`src/rtl/adc_ctrl_map.svh`:
```
// Register offsets, reset values and conversion lengths of the converter control block.
`ifndef ADC_CTRL_MAP_SVH
`define ADC_CTRL_MAP_SVH

// ==========================================================================
// Register byte offsets on the register bus.
`define OFS_INPUT_SELECT  5'h00
`define OFS_CONTROL       5'h04
`define OFS_RESULT_LOW    5'h08
`define OFS_RESULT_HIGH   5'h0c
`define OFS_TRIGGER       5'h10

// ==========================================================================
// Reset values of the software registers.
`define RESET_SELECT      8'h00
`define RESET_CONTROL     8'h00
`define RESET_TRIGGER     3'h0
`define RESET_RESULT      10'h000

// ==========================================================================
// Conversion lengths in converter clock cycles.
`define FIRST_CONV_CYCLES  5'h19
`define NORMAL_CONV_CYCLES 5'h0d

// ==========================================================================
// Bus response codes, trigger codes and divider codes.
`define RESP_OKAY         2'b00
`define RESP_SLVERR       2'b10
`define TRIGGER_FREE_RUN  3'h0
`define DIVIDE_BY_TWO_MAX 3'h1

`endif

```
`src/rtl/adc_ctrl_pkg.sv`:
```
// Types shared by the converter control block and its submodules.
package adc_ctrl_pkg;

  // ========================================================================
  // Software register layouts.
  typedef struct packed {
    logic [1:0] reference_select;
    logic       left_adjust;
    logic [4:0] channel_gain_select;
  } input_select_type;

  typedef struct packed {
    logic       converter_enable;
    logic       conversion_start_bit;
    logic       auto_trigger_enable;
    logic       conversion_done_flag;
    logic       done_irq_enable;
    logic [2:0] clock_divider_select;
  } control_status_type;

  // ========================================================================
  // Analog routing handed to the converter core.
  typedef enum logic [1:0] {
    KIND_SINGLE  = 2'b00,
    KIND_DIFF    = 2'b01,
    KIND_BANDGAP = 2'b10,
    KIND_GROUND  = 2'b11
  } input_kind_type;

  typedef enum logic [1:0] {
    GAIN_1X   = 2'b00,
    GAIN_10X  = 2'b01,
    GAIN_200X = 2'b10
  } gain_type;

  typedef struct packed {
    input_kind_type kind;
    logic [2:0]     positive_input;
    logic [1:0]     negative_input;
    gain_type       gain;
  } mux_route_type;

  typedef enum logic {
    CONV_IDLE = 1'b0,
    CONV_BUSY = 1'b1
  } conv_state_type;

endpackage : adc_ctrl_pkg

```
`src/rtl/adc_mux_control_status.sv`:
```
// Control, selection and result logic of the successive-approximation converter.
// Behaviour
// RL1 - Bits 7:6 pick reference: 00 pin, 01 analog supply, 11 internal, 10 reserved.
// RL2 - Reference or channel writes during a conversion apply only after it completes.
// RL3 - Left-adjust bit one left-justifies the result, zero right-justifies it.
// RL4 - Changing left-adjust alters the presented result immediately, even mid-conversion.
// RL5 - Channel codes 0 to 7 select single-ended inputs 0 to 7.
// RL6 - Codes 8 to 29 select a differential pair and gain per fixed table.
// RL7 - Code 30 routes the bandgap, code 31 routes ground.
// RL8 - Enable bit powers the converter; clearing it aborts a running conversion.
// RL9 - Writing start begins a conversion; free-running mode needs only the first.
// RL10 - First conversion after enabling takes 25 converter clocks, later ones 13.
// RL11 - Start bit reads one while converting; writing zero does nothing.
// RL12 - Auto-trigger starts a conversion on each rising edge of the chosen trigger.
// RL13 - Done flag sets when a conversion completes and the result is stored.
// RL14 - Interrupt asserts while done, interrupt enable and global enable are set.
// RL15 - Done flag clears on interrupt vectoring or on writing one to it.
// RL16 - Software avoids read-modify-write of control, which would clear done.
// RL17 - Divider code 0 and 1 divide by 2, then 4 up to 128.
// RL18 - Trigger code zero is free-running; switching to it makes no trigger.
// RL19 - Reading the low result byte freezes the result until the high byte read.
// RL20 - Differential results are ten-bit two's complement from 0x200 to 0x1ff.
// RL21 - Core result is sampled when the count ends; result and done update then.
// RL22 - A start written during a conversion neither restarts nor extends it.
//
// The address map and register access over AXI4-Lite were chosen for this implementation.
`timescale 1ns/100ps
`include "adc_ctrl_map.svh"
module adc_mux_control_status (
  input  wire logic                   aclk,
  input  wire logic                   aresetn,
  input  wire logic [4:0]             s_axi_awaddr,
  input  wire logic                   s_axi_awvalid,
  output logic                        s_axi_awready,
  input  wire logic [31:0]            s_axi_wdata,
  input  wire logic [3:0]             s_axi_wstrb,
  input  wire logic                   s_axi_wvalid,
  output logic                        s_axi_wready,
  output logic [1:0]                  s_axi_bresp,
  output logic                        s_axi_bvalid,
  input  wire logic                   s_axi_bready,
  input  wire logic [4:0]             s_axi_araddr,
  input  wire logic                   s_axi_arvalid,
  output logic                        s_axi_arready,
  output logic [31:0]                 s_axi_rdata,
  output logic [1:0]                  s_axi_rresp,
  output logic                        s_axi_rvalid,
  input  wire logic                   s_axi_rready,
  input  wire logic [6:0]             trigger_flags,
  input  wire logic                   global_irq_enable,
  input  wire logic                   irq_vector_ack,
  input  wire logic [9:0]             core_result,
  output logic                        core_enable,
  output logic                        core_clock_tick,
  output logic                        core_busy,
  output logic                        core_init,
  output logic [1:0]                  active_reference,
  output logic                        internal_reference_on,
  output adc_ctrl_pkg::mux_route_type active_route,
  output logic                        conv_irq
);
  import adc_ctrl_pkg::*;

  // ==========================================================================
  // Bus slave state.
  logic        aw_held, next_aw_held, w_held, next_w_held;
  logic [4:0]  aw_addr, next_aw_addr;
  logic [7:0]  w_byte, next_w_byte;
  logic        w_lane0, next_w_lane0;
  logic        bvalid, next_bvalid, rvalid, next_rvalid;
  logic [1:0]  bresp, next_bresp, rresp, next_rresp;
  logic [31:0] rdata, next_rdata;
  logic        wr_fire, rd_fire;
  logic        wr_select, wr_control, wr_trigger;

  // Converter state.
  input_select_type   sel, next_sel;
  control_status_type ctl, next_ctl;
  logic [2:0]         trig_src, next_trig_src;
  conv_state_type     state, next_state;
  logic [4:0]         cycle_count, next_cycle_count;
  logic               first_pending, next_first_pending;
  logic               conv_first, next_conv_first;
  logic [1:0]         act_ref, next_act_ref;
  logic [4:0]         act_channel, next_act_channel;
  logic [9:0]         result_raw, next_result_raw;
  logic               result_locked, next_result_locked;
  logic               prev_trigger, next_prev_trigger;
  logic               tick, done_now, sw_start, auto_start, start_now;
  logic               enable_next, trigger_level, trigger_edge;
  logic [4:0]         conv_last;
  logic [7:0]         result_low, result_high;

  // ==========================================================================
  // Submodules.
  adc_clock_divider #(.COUNT_WIDTH(7)) u_divider (
    .aclk           (aclk),
    .aresetn        (aresetn),
    .run            (ctl.converter_enable),
    .divider_select (ctl.clock_divider_select),
    .tick           (tick)
  );

  adc_channel_decoder u_decoder (
    .channel_gain_select (act_channel),
    .route               (active_route)
  );

  // ==========================================================================
  // Write and read handshakes; address and data are taken in either order.
  assign s_axi_awready = !aw_held;
  assign s_axi_wready  = !w_held;
  assign s_axi_arready = !rvalid;
  assign s_axi_bvalid  = bvalid;
  assign s_axi_bresp   = bresp;
  assign s_axi_rvalid  = rvalid;
  assign s_axi_rresp   = rresp;
  assign s_axi_rdata   = rdata;
  assign wr_fire    = aw_held && w_held && !bvalid;
  assign rd_fire    = s_axi_arvalid && !rvalid;
  assign wr_select  = wr_fire && w_lane0 && (aw_addr == `OFS_INPUT_SELECT);
  assign wr_control = wr_fire && w_lane0 && (aw_addr == `OFS_CONTROL);
  assign wr_trigger = wr_fire && w_lane0 && (aw_addr == `OFS_TRIGGER);

  // Result presentation follows the live left-adjust bit, not a stored copy.
  always_comb begin
    if (sel.left_adjust) begin
      result_low  = {result_raw[1:0], 6'h00}; // RL3 RL4
      result_high = result_raw[9:2];
    end else begin
      result_low  = result_raw[7:0]; // RL3 RL4
      result_high = {6'h00, result_raw[9:8]};
    end
  end

  // Bus channel next values, including read data and the unmapped answer.
  always_comb begin
    next_aw_held = aw_held;
    next_aw_addr = aw_addr;
    next_w_held  = w_held;
    next_w_byte  = w_byte;
    next_w_lane0 = w_lane0;
    next_bvalid  = bvalid;
    next_bresp   = bresp;
    next_rvalid  = rvalid;
    next_rresp   = rresp;
    next_rdata   = rdata;
    if (s_axi_awvalid && !aw_held) begin
      next_aw_held = 1'b1;
      next_aw_addr = s_axi_awaddr;
    end
    if (s_axi_wvalid && !w_held) begin
      next_w_held  = 1'b1;
      next_w_byte  = s_axi_wdata[7:0];
      next_w_lane0 = s_axi_wstrb[0];
    end
    if (bvalid && s_axi_bready) begin
      next_bvalid = 1'b0;
    end
    if (wr_fire) begin
      next_aw_held = 1'b0;
      next_w_held  = 1'b0;
      next_bvalid  = 1'b1;
      unique case (aw_addr)
        `OFS_INPUT_SELECT, `OFS_CONTROL, `OFS_TRIGGER, `OFS_RESULT_LOW,
        `OFS_RESULT_HIGH: next_bresp = `RESP_OKAY;
        default:          next_bresp = `RESP_SLVERR;
      endcase
    end
    if (rvalid && s_axi_rready) begin
      next_rvalid = 1'b0;
    end
    if (rd_fire) begin
      next_rvalid = 1'b1;
      next_rresp  = `RESP_OKAY;
      next_rdata  = 32'h0000_0000;
      unique case (s_axi_araddr)
        `OFS_INPUT_SELECT: next_rdata[7:0] = sel;
        `OFS_CONTROL:      next_rdata[7:0] = ctl;
        `OFS_RESULT_LOW:   next_rdata[7:0] = result_low;
        `OFS_RESULT_HIGH:  next_rdata[7:0] = result_high;
        `OFS_TRIGGER:      next_rdata[7:5] = trig_src;
        default:           next_rresp      = `RESP_SLVERR;
      endcase
    end
  end

  always_ff @(posedge aclk) begin
    if (!aresetn) begin
      aw_held <= 1'b0;
      aw_addr <= 5'h00;
      w_held  <= 1'b0;
      w_byte  <= 8'h00;
      w_lane0 <= 1'b0;
      bvalid  <= 1'b0;
      bresp   <= `RESP_OKAY;
      rvalid  <= 1'b0;
      rresp   <= `RESP_OKAY;
      rdata   <= 32'h0000_0000;
    end else begin
      aw_held <= next_aw_held;
      aw_addr <= next_aw_addr;
      w_held  <= next_w_held;
      w_byte  <= next_w_byte;
      w_lane0 <= next_w_lane0;
      bvalid  <= next_bvalid;
      bresp   <= next_bresp;
      rvalid  <= next_rvalid;
      rresp   <= next_rresp;
      rdata   <= next_rdata;
    end
  end

  // ==========================================================================
  // Start sources. A start is only honoured when idle or finishing, so a
  // repeated start never stretches the conversion in flight.
  assign enable_next   = wr_control ? w_byte[7] : ctl.converter_enable;
  assign conv_last     = conv_first ? 5'(`FIRST_CONV_CYCLES - 5'h01) : 5'(`NORMAL_CONV_CYCLES - 5'h01);
  assign done_now      = (state == CONV_BUSY) && tick && (cycle_count == conv_last); // RL21
  assign trigger_level = (trig_src == `TRIGGER_FREE_RUN) ? 1'b0 : trigger_flags[trig_src - 3'h1];
  // Free-running code forces the edge off, so selecting it never fires.
  assign trigger_edge  = trigger_level && !prev_trigger && (trig_src != `TRIGGER_FREE_RUN); // RL18
  assign sw_start      = wr_control && w_byte[6] && w_byte[7]; // RL9 RL11
  assign auto_start    = ctl.auto_trigger_enable &&
                         ((trig_src == `TRIGGER_FREE_RUN) ? done_now : trigger_edge); // RL12
  assign start_now     = (sw_start || auto_start) && enable_next &&
                         ((state == CONV_IDLE) || done_now); // RL22

  // Register, sequencer and result next values.
  always_comb begin
    next_sel           = sel;
    next_ctl           = ctl;
    next_trig_src      = trig_src;
    next_state         = state;
    next_cycle_count   = cycle_count;
    next_first_pending = first_pending;
    next_conv_first    = conv_first;
    next_act_ref       = act_ref;
    next_act_channel   = act_channel;
    next_result_raw    = result_raw;
    next_result_locked = result_locked;
    next_prev_trigger  = trigger_level;
    if (wr_select) begin
      next_sel = w_byte;
    end
    if (wr_trigger) begin
      next_trig_src = w_byte[7:5];
    end
    if (wr_control) begin
      next_ctl.converter_enable     = w_byte[7]; // RL8
      next_ctl.auto_trigger_enable  = w_byte[5];
      next_ctl.done_irq_enable      = w_byte[3];
      next_ctl.clock_divider_select = w_byte[2:0];
    end
    // Clear by writing one or by vectoring; a completion in the same cycle wins.
    if ((wr_control && w_byte[4]) || irq_vector_ack) begin
      next_ctl.conversion_done_flag = 1'b0; // RL15
    end
    if (state == CONV_BUSY && tick) begin
      next_cycle_count = 5'(cycle_count + 5'h01);
    end
    if (done_now) begin
      next_state = CONV_IDLE;
      next_ctl.conversion_done_flag = 1'b1; // RL13
      if (!result_locked) begin
        next_result_raw = core_result; // RL21 RL20
      end
    end
    // Selections are copied only between conversions.
    if (state == CONV_IDLE || done_now) begin
      next_act_ref     = sel.reference_select; // RL2 RL1
      next_act_channel = sel.channel_gain_select;
    end
    if (start_now) begin
      next_state         = CONV_BUSY;
      next_cycle_count   = 5'h00;
      next_conv_first    = first_pending; // RL10
      next_first_pending = 1'b0;
    end
    if (!enable_next) begin
      next_state         = CONV_IDLE; // RL8
      next_first_pending = 1'b1; // RL10
    end
    next_ctl.conversion_start_bit = (next_state == CONV_BUSY); // RL11
    if (rd_fire && s_axi_araddr == `OFS_RESULT_LOW) begin
      next_result_locked = 1'b1; // RL19
    end
    if (rd_fire && s_axi_araddr == `OFS_RESULT_HIGH) begin
      next_result_locked = 1'b0; // RL19
    end
  end

  always_ff @(posedge aclk) begin
    if (!aresetn) begin
      sel           <= `RESET_SELECT;
      ctl           <= `RESET_CONTROL;
      trig_src      <= `RESET_TRIGGER;
      state         <= CONV_IDLE;
      cycle_count   <= 5'h00;
      first_pending <= 1'b1;
      conv_first    <= 1'b0;
      act_ref       <= 2'h0;
      act_channel   <= 5'h00;
      result_raw    <= `RESET_RESULT;
      result_locked <= 1'b0;
      prev_trigger  <= 1'b0;
    end else begin
      sel           <= next_sel;
      ctl           <= next_ctl;
      trig_src      <= next_trig_src;
      state         <= next_state;
      cycle_count   <= next_cycle_count;
      first_pending <= next_first_pending;
      conv_first    <= next_conv_first;
      act_ref       <= next_act_ref;
      act_channel   <= next_act_channel;
      result_raw    <= next_result_raw;
      result_locked <= next_result_locked;
      prev_trigger  <= next_prev_trigger;
    end
  end

  // ==========================================================================
  // Core-facing outputs. Reserved reference code 10 is passed through; the
  // internal reference is powered only for code 11.
  assign core_enable           = ctl.converter_enable; // RL8
  assign core_clock_tick       = tick;
  assign core_busy             = (state == CONV_BUSY);
  assign core_init             = (state == CONV_BUSY) && conv_first;
  assign active_reference      = act_ref; // RL1
  assign internal_reference_on = (act_ref == 2'b11); // RL1
  assign conv_irq = ctl.conversion_done_flag && ctl.done_irq_enable && global_irq_enable; // RL14
endmodule : adc_mux_control_status

```
`src/rtl/adc_clock_divider.sv`:
```
// Divider that turns the system clock into converter clock enable pulses.
`timescale 1ns/100ps
module adc_clock_divider #(
  parameter int COUNT_WIDTH = 7
) (
  input  wire logic       aclk,
  input  wire logic       aresetn,
  input  wire logic       run,
  input  wire logic [2:0] divider_select,
  output logic            tick
);
  import adc_ctrl_pkg::*;

  logic [COUNT_WIDTH-1:0] count;
  logic [COUNT_WIDTH-1:0] next_count;
  logic [COUNT_WIDTH:0]   factor;
  logic [COUNT_WIDTH-1:0] limit;

  // ==========================================================================
  // Codes 0 and 1 both divide by two, the rest by a power of two.
  always_comb begin
    factor = (divider_select <= 3'h1) ? (COUNT_WIDTH+1)'(2) : (COUNT_WIDTH+1)'(1) << divider_select;
    limit = COUNT_WIDTH'(factor - 1'b1); // RL17
    tick = run && (count == limit);
    next_count = (!run || tick) ? '0 : COUNT_WIDTH'(count + 1'b1);
  end

  // Held at zero while stopped, so the first conversion after enabling starts on a clean phase.
  always_ff @(posedge aclk) begin
    if (!aresetn) begin
      count <= '0;
    end else begin
      count <= next_count;
    end
  end

endmodule : adc_clock_divider

```
`src/rtl/adc_channel_decoder.sv`:
```
// Decoder from the channel and gain code to the analog routing.
`timescale 1ns/100ps
module adc_channel_decoder (
  input  wire logic [4:0]               channel_gain_select,
  output adc_ctrl_pkg::mux_route_type   route
);
  import adc_ctrl_pkg::*;

  // ==========================================================================
  // The differential table is regular enough to decode field by field.
  always_comb begin
    route = '{kind: KIND_SINGLE, positive_input: 3'h0, negative_input: 2'h0, gain: GAIN_1X};
    unique casez (channel_gain_select)
      5'b00???: begin
        route.positive_input = channel_gain_select[2:0]; // RL5
      end
      5'b01???: begin
        route.kind = KIND_DIFF; // RL6
        route.positive_input = {1'b0, channel_gain_select[2], channel_gain_select[0]};
        route.negative_input = channel_gain_select[2] ? 2'h2 : 2'h0;
        route.gain = channel_gain_select[1] ? GAIN_200X : GAIN_10X;
      end
      5'b10???: begin
        route.kind = KIND_DIFF; // RL6
        route.positive_input = channel_gain_select[2:0];
        route.negative_input = 2'h1;
      end
      5'b11110: begin
        route.kind = KIND_BANDGAP; // RL7
      end
      5'b11111: begin
        route.kind = KIND_GROUND; // RL7
      end
      default: begin
        route.kind = KIND_DIFF; // RL6
        route.positive_input = channel_gain_select[2:0];
        route.negative_input = 2'h2;
      end
    endcase
  end

endmodule : adc_channel_decoder

```
`config.mk`:
```
export PLATFORM = sky130hd
export DESIGN_NAME = adc_mux_control_status
export DESIGN_NICKNAME = d
export VERILOG_FILES = /design/src/rtl/adc_ctrl_pkg.sv /design/src/rtl/adc_mux_control_status.sv /design/src/rtl/adc_clock_divider.sv /design/src/rtl/adc_channel_decoder.sv
export VERILOG_INCLUDE_DIRS = /design/src /design/src/rtl
export SDC_FILE = /design/constraint.sdc
export NUM_CORES = 1
export LEC_CHECK = 0
export BUFFER_PORTS_ARGS = -buffer_cell sky130_fd_sc_hd__buf_2
export CAP_MARGIN = 10
export CORE_ASPECT_RATIO = 1.1
export CORE_MARGIN = 8
export CORE_UTILIZATION = 32
export CTS_CLUSTER_DIAMETER = 40
export DETAILED_ROUTE_END_ITERATION = 16
export RECOVER_POWER = 50
export SYNTH_ARGS = -nofsm -noshare
export SYNTH_HDL_FRONTEND = slang
export SYNTH_SLANG_ARGS = --single-unit
```
`constraint.sdc`:
```
create_clock -name aclk -period 2.57 [get_ports aclk]
set_input_delay 0.257 -clock aclk [delete_from_list [all_inputs] [get_ports aclk]]
set_output_delay 0.257 -clock aclk [all_outputs]
set_load 0.01 [all_outputs]
```
# Word-level counts from Yosys, hierarchy flattened
# Cells that the tools add are included.
# W data, S select, Z words.
[word_totals]
regBits = 82
ram_bits = 0
romBits = 0
mem_count = 0
output_inout_bits = 58
latchBits = 0
[op_classes]
bitwise = 3
reduce_logical = 56
n_addsub = 4
mul = 0
eq_ne = 15
muxes = 27
n_div = 0
order_cmp = 2
n_shift = 1
[ops]
columns = ["operator", "n"]
rows = [
  ["$logic_and A1 B1 Y1", 27],
  ["$eq A5 B4 Y1 const B", 4],
  ["$eq A5 B5 Y1 const B", 4],
  ["$pmux W5 S4", 1],
  ["$mux W8", 2],
  ["$pmux W3 S5", 1],
  ["$mux W1", 12],
  ["$pmux W2 S3", 2],
  ["$eq A5 B3 Y1 const B", 2],
  ["$logic_not A5 Y1", 2],
  ["$mux W2", 5],
  ["$reduce_or A2 Y1", 5],
  ["$reduce_or A5 Y1", 2],
  ["$reduce_bool A2 Y1", 4],
  ["$add A7 B1 Y7 const B", 1],
  ["$eq A7 B7 Y1", 1],
  ["$mux W7", 1],
  ["$shl A1 B3 Y7 const A", 1],
  ["$sub A7 B1 Y7 const B", 1],
  ["$logic_not A1 Y1", 6],
  ["$pmux W3 S2", 1],
  ["$add A5 B1 Y5 const B", 1],
  ["$eq A5 B5 Y1", 1],
  ["$mux W5", 1],
  ["other kinds (13)", 20],
]

# Logic depth before layout (Yosys ltp)
[depth]
ltp_word = 13
mapped_depth = 14
mapped_depth_nobuf = 11

# Hierarchy
# From an unflattened synthesis, not the netlist that was laid out.
[hier_totals]
hier_cells = 446
area_unflattened_um2 = 4167.7
[by_module_without_submodules]
columns = ["mod", "cells_per_inst", "n_inst", "area_each_um2", "seq_area_each_um2"]
rows = [
  ["adc_mux_control_status", 380, 1, 3598.5, 1461.4],
  ["adc_clock_divider", 51, 1, 473.0, 140.1],
  ["adc_channel_decoder", 15, 1, 96.3, 0.0],
]

# Worst setup path before layout
# Ideal clock, no wire load.
[synth_path]
path_type = "reg2reg"
startpoint = "register ctl[1] (netlist bit)"
endpoint = "register conv_first"
slack_ps = 5
synth_period_minus_slack_ps = 2565
stages_incl_launch_ff = 14
arrival_ps = 2430
setup_ps = 135
required_time_ps = 2435
cell_sequence = "dfxtp_1 -> buf_2 -> nor2_1 -> inv_1 -> ha_1 -> buf_2 -> or4_1 -> a21oi_2 -> o311ai_2 -> inv_2 -> a21boi_2 -> buf_2 -> o311ai_0 -> o41ai_1"
[synth_via]
elab_chain_len = 12
elab_cells_between_ends = 14
[synth_lines]
columns = ["item", "line_no", "source"]
rows = [
  ["from (decl)", "adc_mux_control_status.sv:78", "control_status_type ctl, next_ctl;"],
  ["from (signal assigned)", "adc_mux_control_status.sv:296", "ctl <= `RESET_CONTROL;"],
  ["from (signal assigned)", "adc_mux_control_status.sv:309", "ctl <= next_ctl;"],
  ["$le A3 B1 Y1 or $shl A1 B3 Y7 (tied branches)", "adc_clock_divider.sv:22", "factor = (divider_select <= 3'h1) ? (COUNT_WIDTH+1)'(2) : (COUNT_WIDTH+1)'(1) << divider_select;"],
  ["$mux W7 *", "adc_clock_divider.sv:22", ""],
  ["$sub A7 B1 Y7 *", "adc_clock_divider.sv:23", "limit = COUNT_WIDTH'(factor - 1'b1);"],
  ["$eq A7 B7 Y1 *", "adc_clock_divider.sv:24", "tick = run && (count == limit);"],
  ["$logic_and A1 B1 Y1 *", "adc_clock_divider.sv:24", ""],
  ["named net core_clock_tick", "adc_mux_control_status.sv:54", "output logic core_clock_tick,"],
  ["$logic_and A1 B1 Y1 * (2 in series)", "adc_mux_control_status.sv:219", "assign done_now = (state == CONV_BUSY) && tick && (cycle_count == conv_last);"],
  ["$mux W1", "adc_mux_control_status.sv:225", "((trig_src == `TRIGGER_FREE_RUN) ? done_now : trigger_edge);"],
  ["$logic_and A1 B1 Y1", "adc_mux_control_status.sv:224", "assign auto_start = ctl.auto_trigger_enable &&"],
  ["$logic_or A1 B1 Y1", "adc_mux_control_status.sv:226", "assign start_now = (sw_start || auto_start) && enable_next &&"],
  ["$logic_and A1 B1 Y1", "adc_mux_control_status.sv:226", ""],
  ["$logic_and A1 B1 Y1 *", "adc_mux_control_status.sv:226", ""],
  ["to (signal assigned)", "adc_mux_control_status.sv:314", "conv_first <= next_conv_first;"],
  ["to (decl)", "adc_mux_control_status.sv:83", "logic conv_first, next_conv_first;"],
]
# Mark *: on every way through the listed nets, which the timed path passes. The rest lies on a longest branch.
# A chain may end at the register's enable or synchronous reset.

# Worst setup path after layout
[layout_path]
startpoint = "register ctl[2] (netlist bit)"
endpoint = "output core_clock_tick"
[layout_via]
elab_chain_len = 5
elab_cells_between_ends = 6
[layout_lines]
columns = ["item", "line_no"]
rows = [
  ["$le A3 B1 Y1 or $shl A1 B3 Y7 (tied branches)", "adc_clock_divider.sv:22"],
  ["$mux W7 *", "adc_clock_divider.sv:22"],
  ["$sub A7 B1 Y7 *", "adc_clock_divider.sv:23"],
  ["$eq A7 B7 Y1 *", "adc_clock_divider.sv:24"],
  ["$logic_and A1 B1 Y1 *", "adc_clock_divider.sv:24"],
  ["to (decl)", "adc_mux_control_status.sv:54"],
]
# Every way passes the cells marked *; elsewhere a longest branch is shown, timed or not.

==> out/qor.txt <==
Storage cell area -> 1610 um^2
Worst Hold Class -> in2reg
dpl ws -> -0.0684 ns
period utilization -> 95.6%
top cell type by total area after synthesis -> dfxtp_1
Multi-input gate area -> 2430 um^2
status -> finished with violations
GRT Residual Overflow -> 0
async set-or-reset flop fraction in the synthesized netlist -> 0%
Worst Setup End Kind -> primary output
final net count -> 626
Worst Path Required -> 2.31 ns
Diodes inserted -> 0
CTS tree -> yes
# hold bufs at CTS -> 0
total CTS buffers -> 9
Crit-path slowest cell -> o311ai_4
Buffers on Ports -> 76
crit start category -> register
DIE AREA -> 17000 um^2
drt total wl -> 10.2 mm
count of clock tree sinks -> 80
max-slew violation count -> 44
hold_ws -> 0.176 ns
pin count of the biggest net entering global routing -> 44
post-synth cell types -> 58
CP Data Arrival Time -> 2.20 ns
initial antenna violation count -> 0
setup TNS -> 0 ns
Vias -> 3404
drt drc -> 0
Crit path largest cell delay -> 0.35 ns
PwrDens -> 540 nW/um^2
die height -> 136 um
number of synthesized flops with an enable pin -> 0
Via density -> 4.77
largest cells by area after synthesis -> dfxtp_1 38%, mux2i_1 8.8%, nor2b_1 8.3%
Tmin final -> 2.46 ns
vias in the first global route -> 3290
worst skew pair latency -> 0.33 ns
htree depth -> 3
crit-path leading delay family -> compound AO/OA/AOI/OAI gates
Max Root-Sink Buffers -> 2
layout cells sized above 1 -> 20.6%
DRT Pass-1 Iters -> 5
core box area -> 13000 um^2
Peak VDD IR -> 0.282 mV
clock skew -> 0.00486 ns
Initial Utilization -> 32.3%
chip width -> 125 um
MaxCap Viol Count -> 1
area grow syn2layout -> 21.1%
Final WS setup -> 0.112 ns
ANT nets after route -> 0
Final setup viols -> 0
final hold violations -> 0
Layout fillers -> 1331
clk slew on worst S/H paths -> 0.06 ns
syn_area_per_cell -> 8.95 um^2
post-synth design cell area -> 4200 um^2
Cells after Synth -> 469
number of cell rows -> 44
register bit total from synthesis -> 80
most used cell, CP -> inv_2
failing checks -> max-capacitance violations, max-slew violations
WS Path Type -> reg2out
fmax -> 407 MHz
I/O pin cnt -> 130
Leak -> 1.93 nW
gpl congestion -> 0.790
clk root buf -> clkbuf_16
post-synthesis sequential area ratio -> 38.2%
worst-path maximum fanout -> 6
Critical Path, Cell by Cell -> nor2_4 > inv_2 > ha_4 > nor4bb_1 > a31oi_2 > a21oi_4 > o311ai_4 > inv_2 > buf_4 > buf_2
first-pass GRT wire length -> 16.4 mm
buffer and inverter count on the worst path -> 4
drt wl/cell -> 14.3 um
Worst slew margin -> -9.05%
Primary FF master, synth -> dfxtp_1
Ys Warns -> 0
DP Wirelength -> 7.73 mm
actual slew at the worst max-slew pin -> 1.64 ns
initial DRC count -> 95
post-synth top area share -> 38.2%
global-route usage over all layers -> 11.7%
## registers in the layout (all words and copies together), names as in the netlist, 2 cells and up
register	flops
s_axi_rdata	8
ctl	6
w_byte	8
cycle_count	5
u_divider.count	7
sel	8
act_channel	5
aw_addr	5
active_reference	2
trig_src	3
result_raw	10
## final cells by class
type	instances	share of cell area, %
multi-input cells	349	47.8
flip-flops and latches	80	31.6
well taps	161	3.96
repair buffers	92	9.40
clock inverters	5	1.08
clock buffers	11	4.97
inverters	16	1.18
## cell families (layout without fill, tap and decap cells)
kind of cell / count (synthesis) / count (layout) / share of synthesized area, %
flip-flops: 80 / 80 / 38.2
multiplexers: 44 / 44 / 11.5
XOR/XNOR: 13 / 13 / 2.71
AO/OA/AOI/OAI: 86 / 86 / 14.9
other: 2 / 27 / 0.179
AND/OR/NAND/NOR: 173 / 173 / 22.2
buffers and inverters: 65 / 124 / 8.59
adder cells (fa/ha/maj): 6 / 6 / 1.79
## synthesized netlist by cell type (3+ instances only)
| cell | n |
|---|---|
| dfxtp_1 | 80 |
| nor2b_1 | 56 |
| nand2_1 | 46 |
| mux2i_1 | 37 |
| buf_4 | 27 |
| nor2_1 | 23 |
| a21boi_0 | 18 |
| clkbuf_1 | 15 |
| inv_1 | 15 |
| a22oi_1 | 14 |
| o21ai_0 | 13 |
| a21oi_1 | 9 |
| and2_1 | 9 |
| nand3_1 | 7 |
| xor2_1 | 7 |
| buf_2 | 6 |
| ha_1 | 6 |
| xnor2_1 | 6 |
| a211oi_1 | 5 |
| and3_1 | 5 |
| a31oi_1 | 4 |
| mux2_2 | 4 |
| nand4_1 | 4 |
| a22o_1 | 3 |
| mux4_2 | 3 |
| nor3_1 | 3 |
| or3_1 | 3 |
## power breakdown
group | switching (mW) | total, mW | leakage (nW) | internal [mW]
logic | 0.102 | 0.172 | 1.13 | 0.0704
clock network | 0.493 | 1.29 | 0.148 | 0.801
registers | 0.0196 | 1.28 | 0.649 | 1.26
total | 0.614 | 2.75 | 1.93 | 2.13
## worst reg2reg max path, cell delays in order (launching register included)
cell,delay (ns)
dfxtp_2,0.33
nor2_4,0.12
inv_2,0.05
ha_4,0.17
buf_4,0.15
nand2b_1,0.08
a21oi_2,0.06
o31ai_2,0.29
o311ai_4,0.19
nor4b_4,0.36
buf_4,0.16
buf_6,0.12
mux2i_1,0.19
nor2b_1,0.06
## metrics by stage
step           instance area, um^2  power, mW  utilization (%)  cells
2_1_floorplan                 4290       1.44                -    494
3_3_place_gp                  4670       1.48             36.0    693
3_5_place_dp                  4670       1.48             36.0    693
4_1_cts                       5030       2.78             38.7    710
5_1_grt                       5080       2.87             39.1    714
6_report                      5080       2.75             39.1    714
## what timing repair did
item                                    in CTS  in global routing
gates cloned                                 0                  1
pin swaps                                    1                  6
gates resized for setup                      6                 22
endpoints found under the setup margin      24                 25
setup buffers                                1                  3
## placed cells by master, fill, tap and decap left out, types with 18 or more instances in the layout
master    netlist  routed
nand2_1        46      46
conb_1          2      27
buf_2           6      50
dfxtp_1        80      77
a21boi_0       18      18
nor2_1         23      22
clkbuf_1       15      27
nor2b_1        56      56
mux2i_1        37      37
## routing by layer
layer	GRT usage, %	up-vias	wire length (um)
li1	-	1727	-
met2	19.4	90	4890
met4	3.66	0	110
met1	14.0	1580	4560
met3	4.20	7	630
met5	0	-	0
## worst paths after layout
path / from / end / slack, ns / depth (start not counted)
max: ctl[2] / core_clock_tick / 0.11 / 10
min reg2reg: first_pending / conv_first / 0.45 / 2
max reg2reg: ctl[2] / result_raw[8] / 0.14 / 13
min: s_axi_awvalid / aw_held / 0.18 / 3
Note: power is estimated with default switching activity, not from simulation.
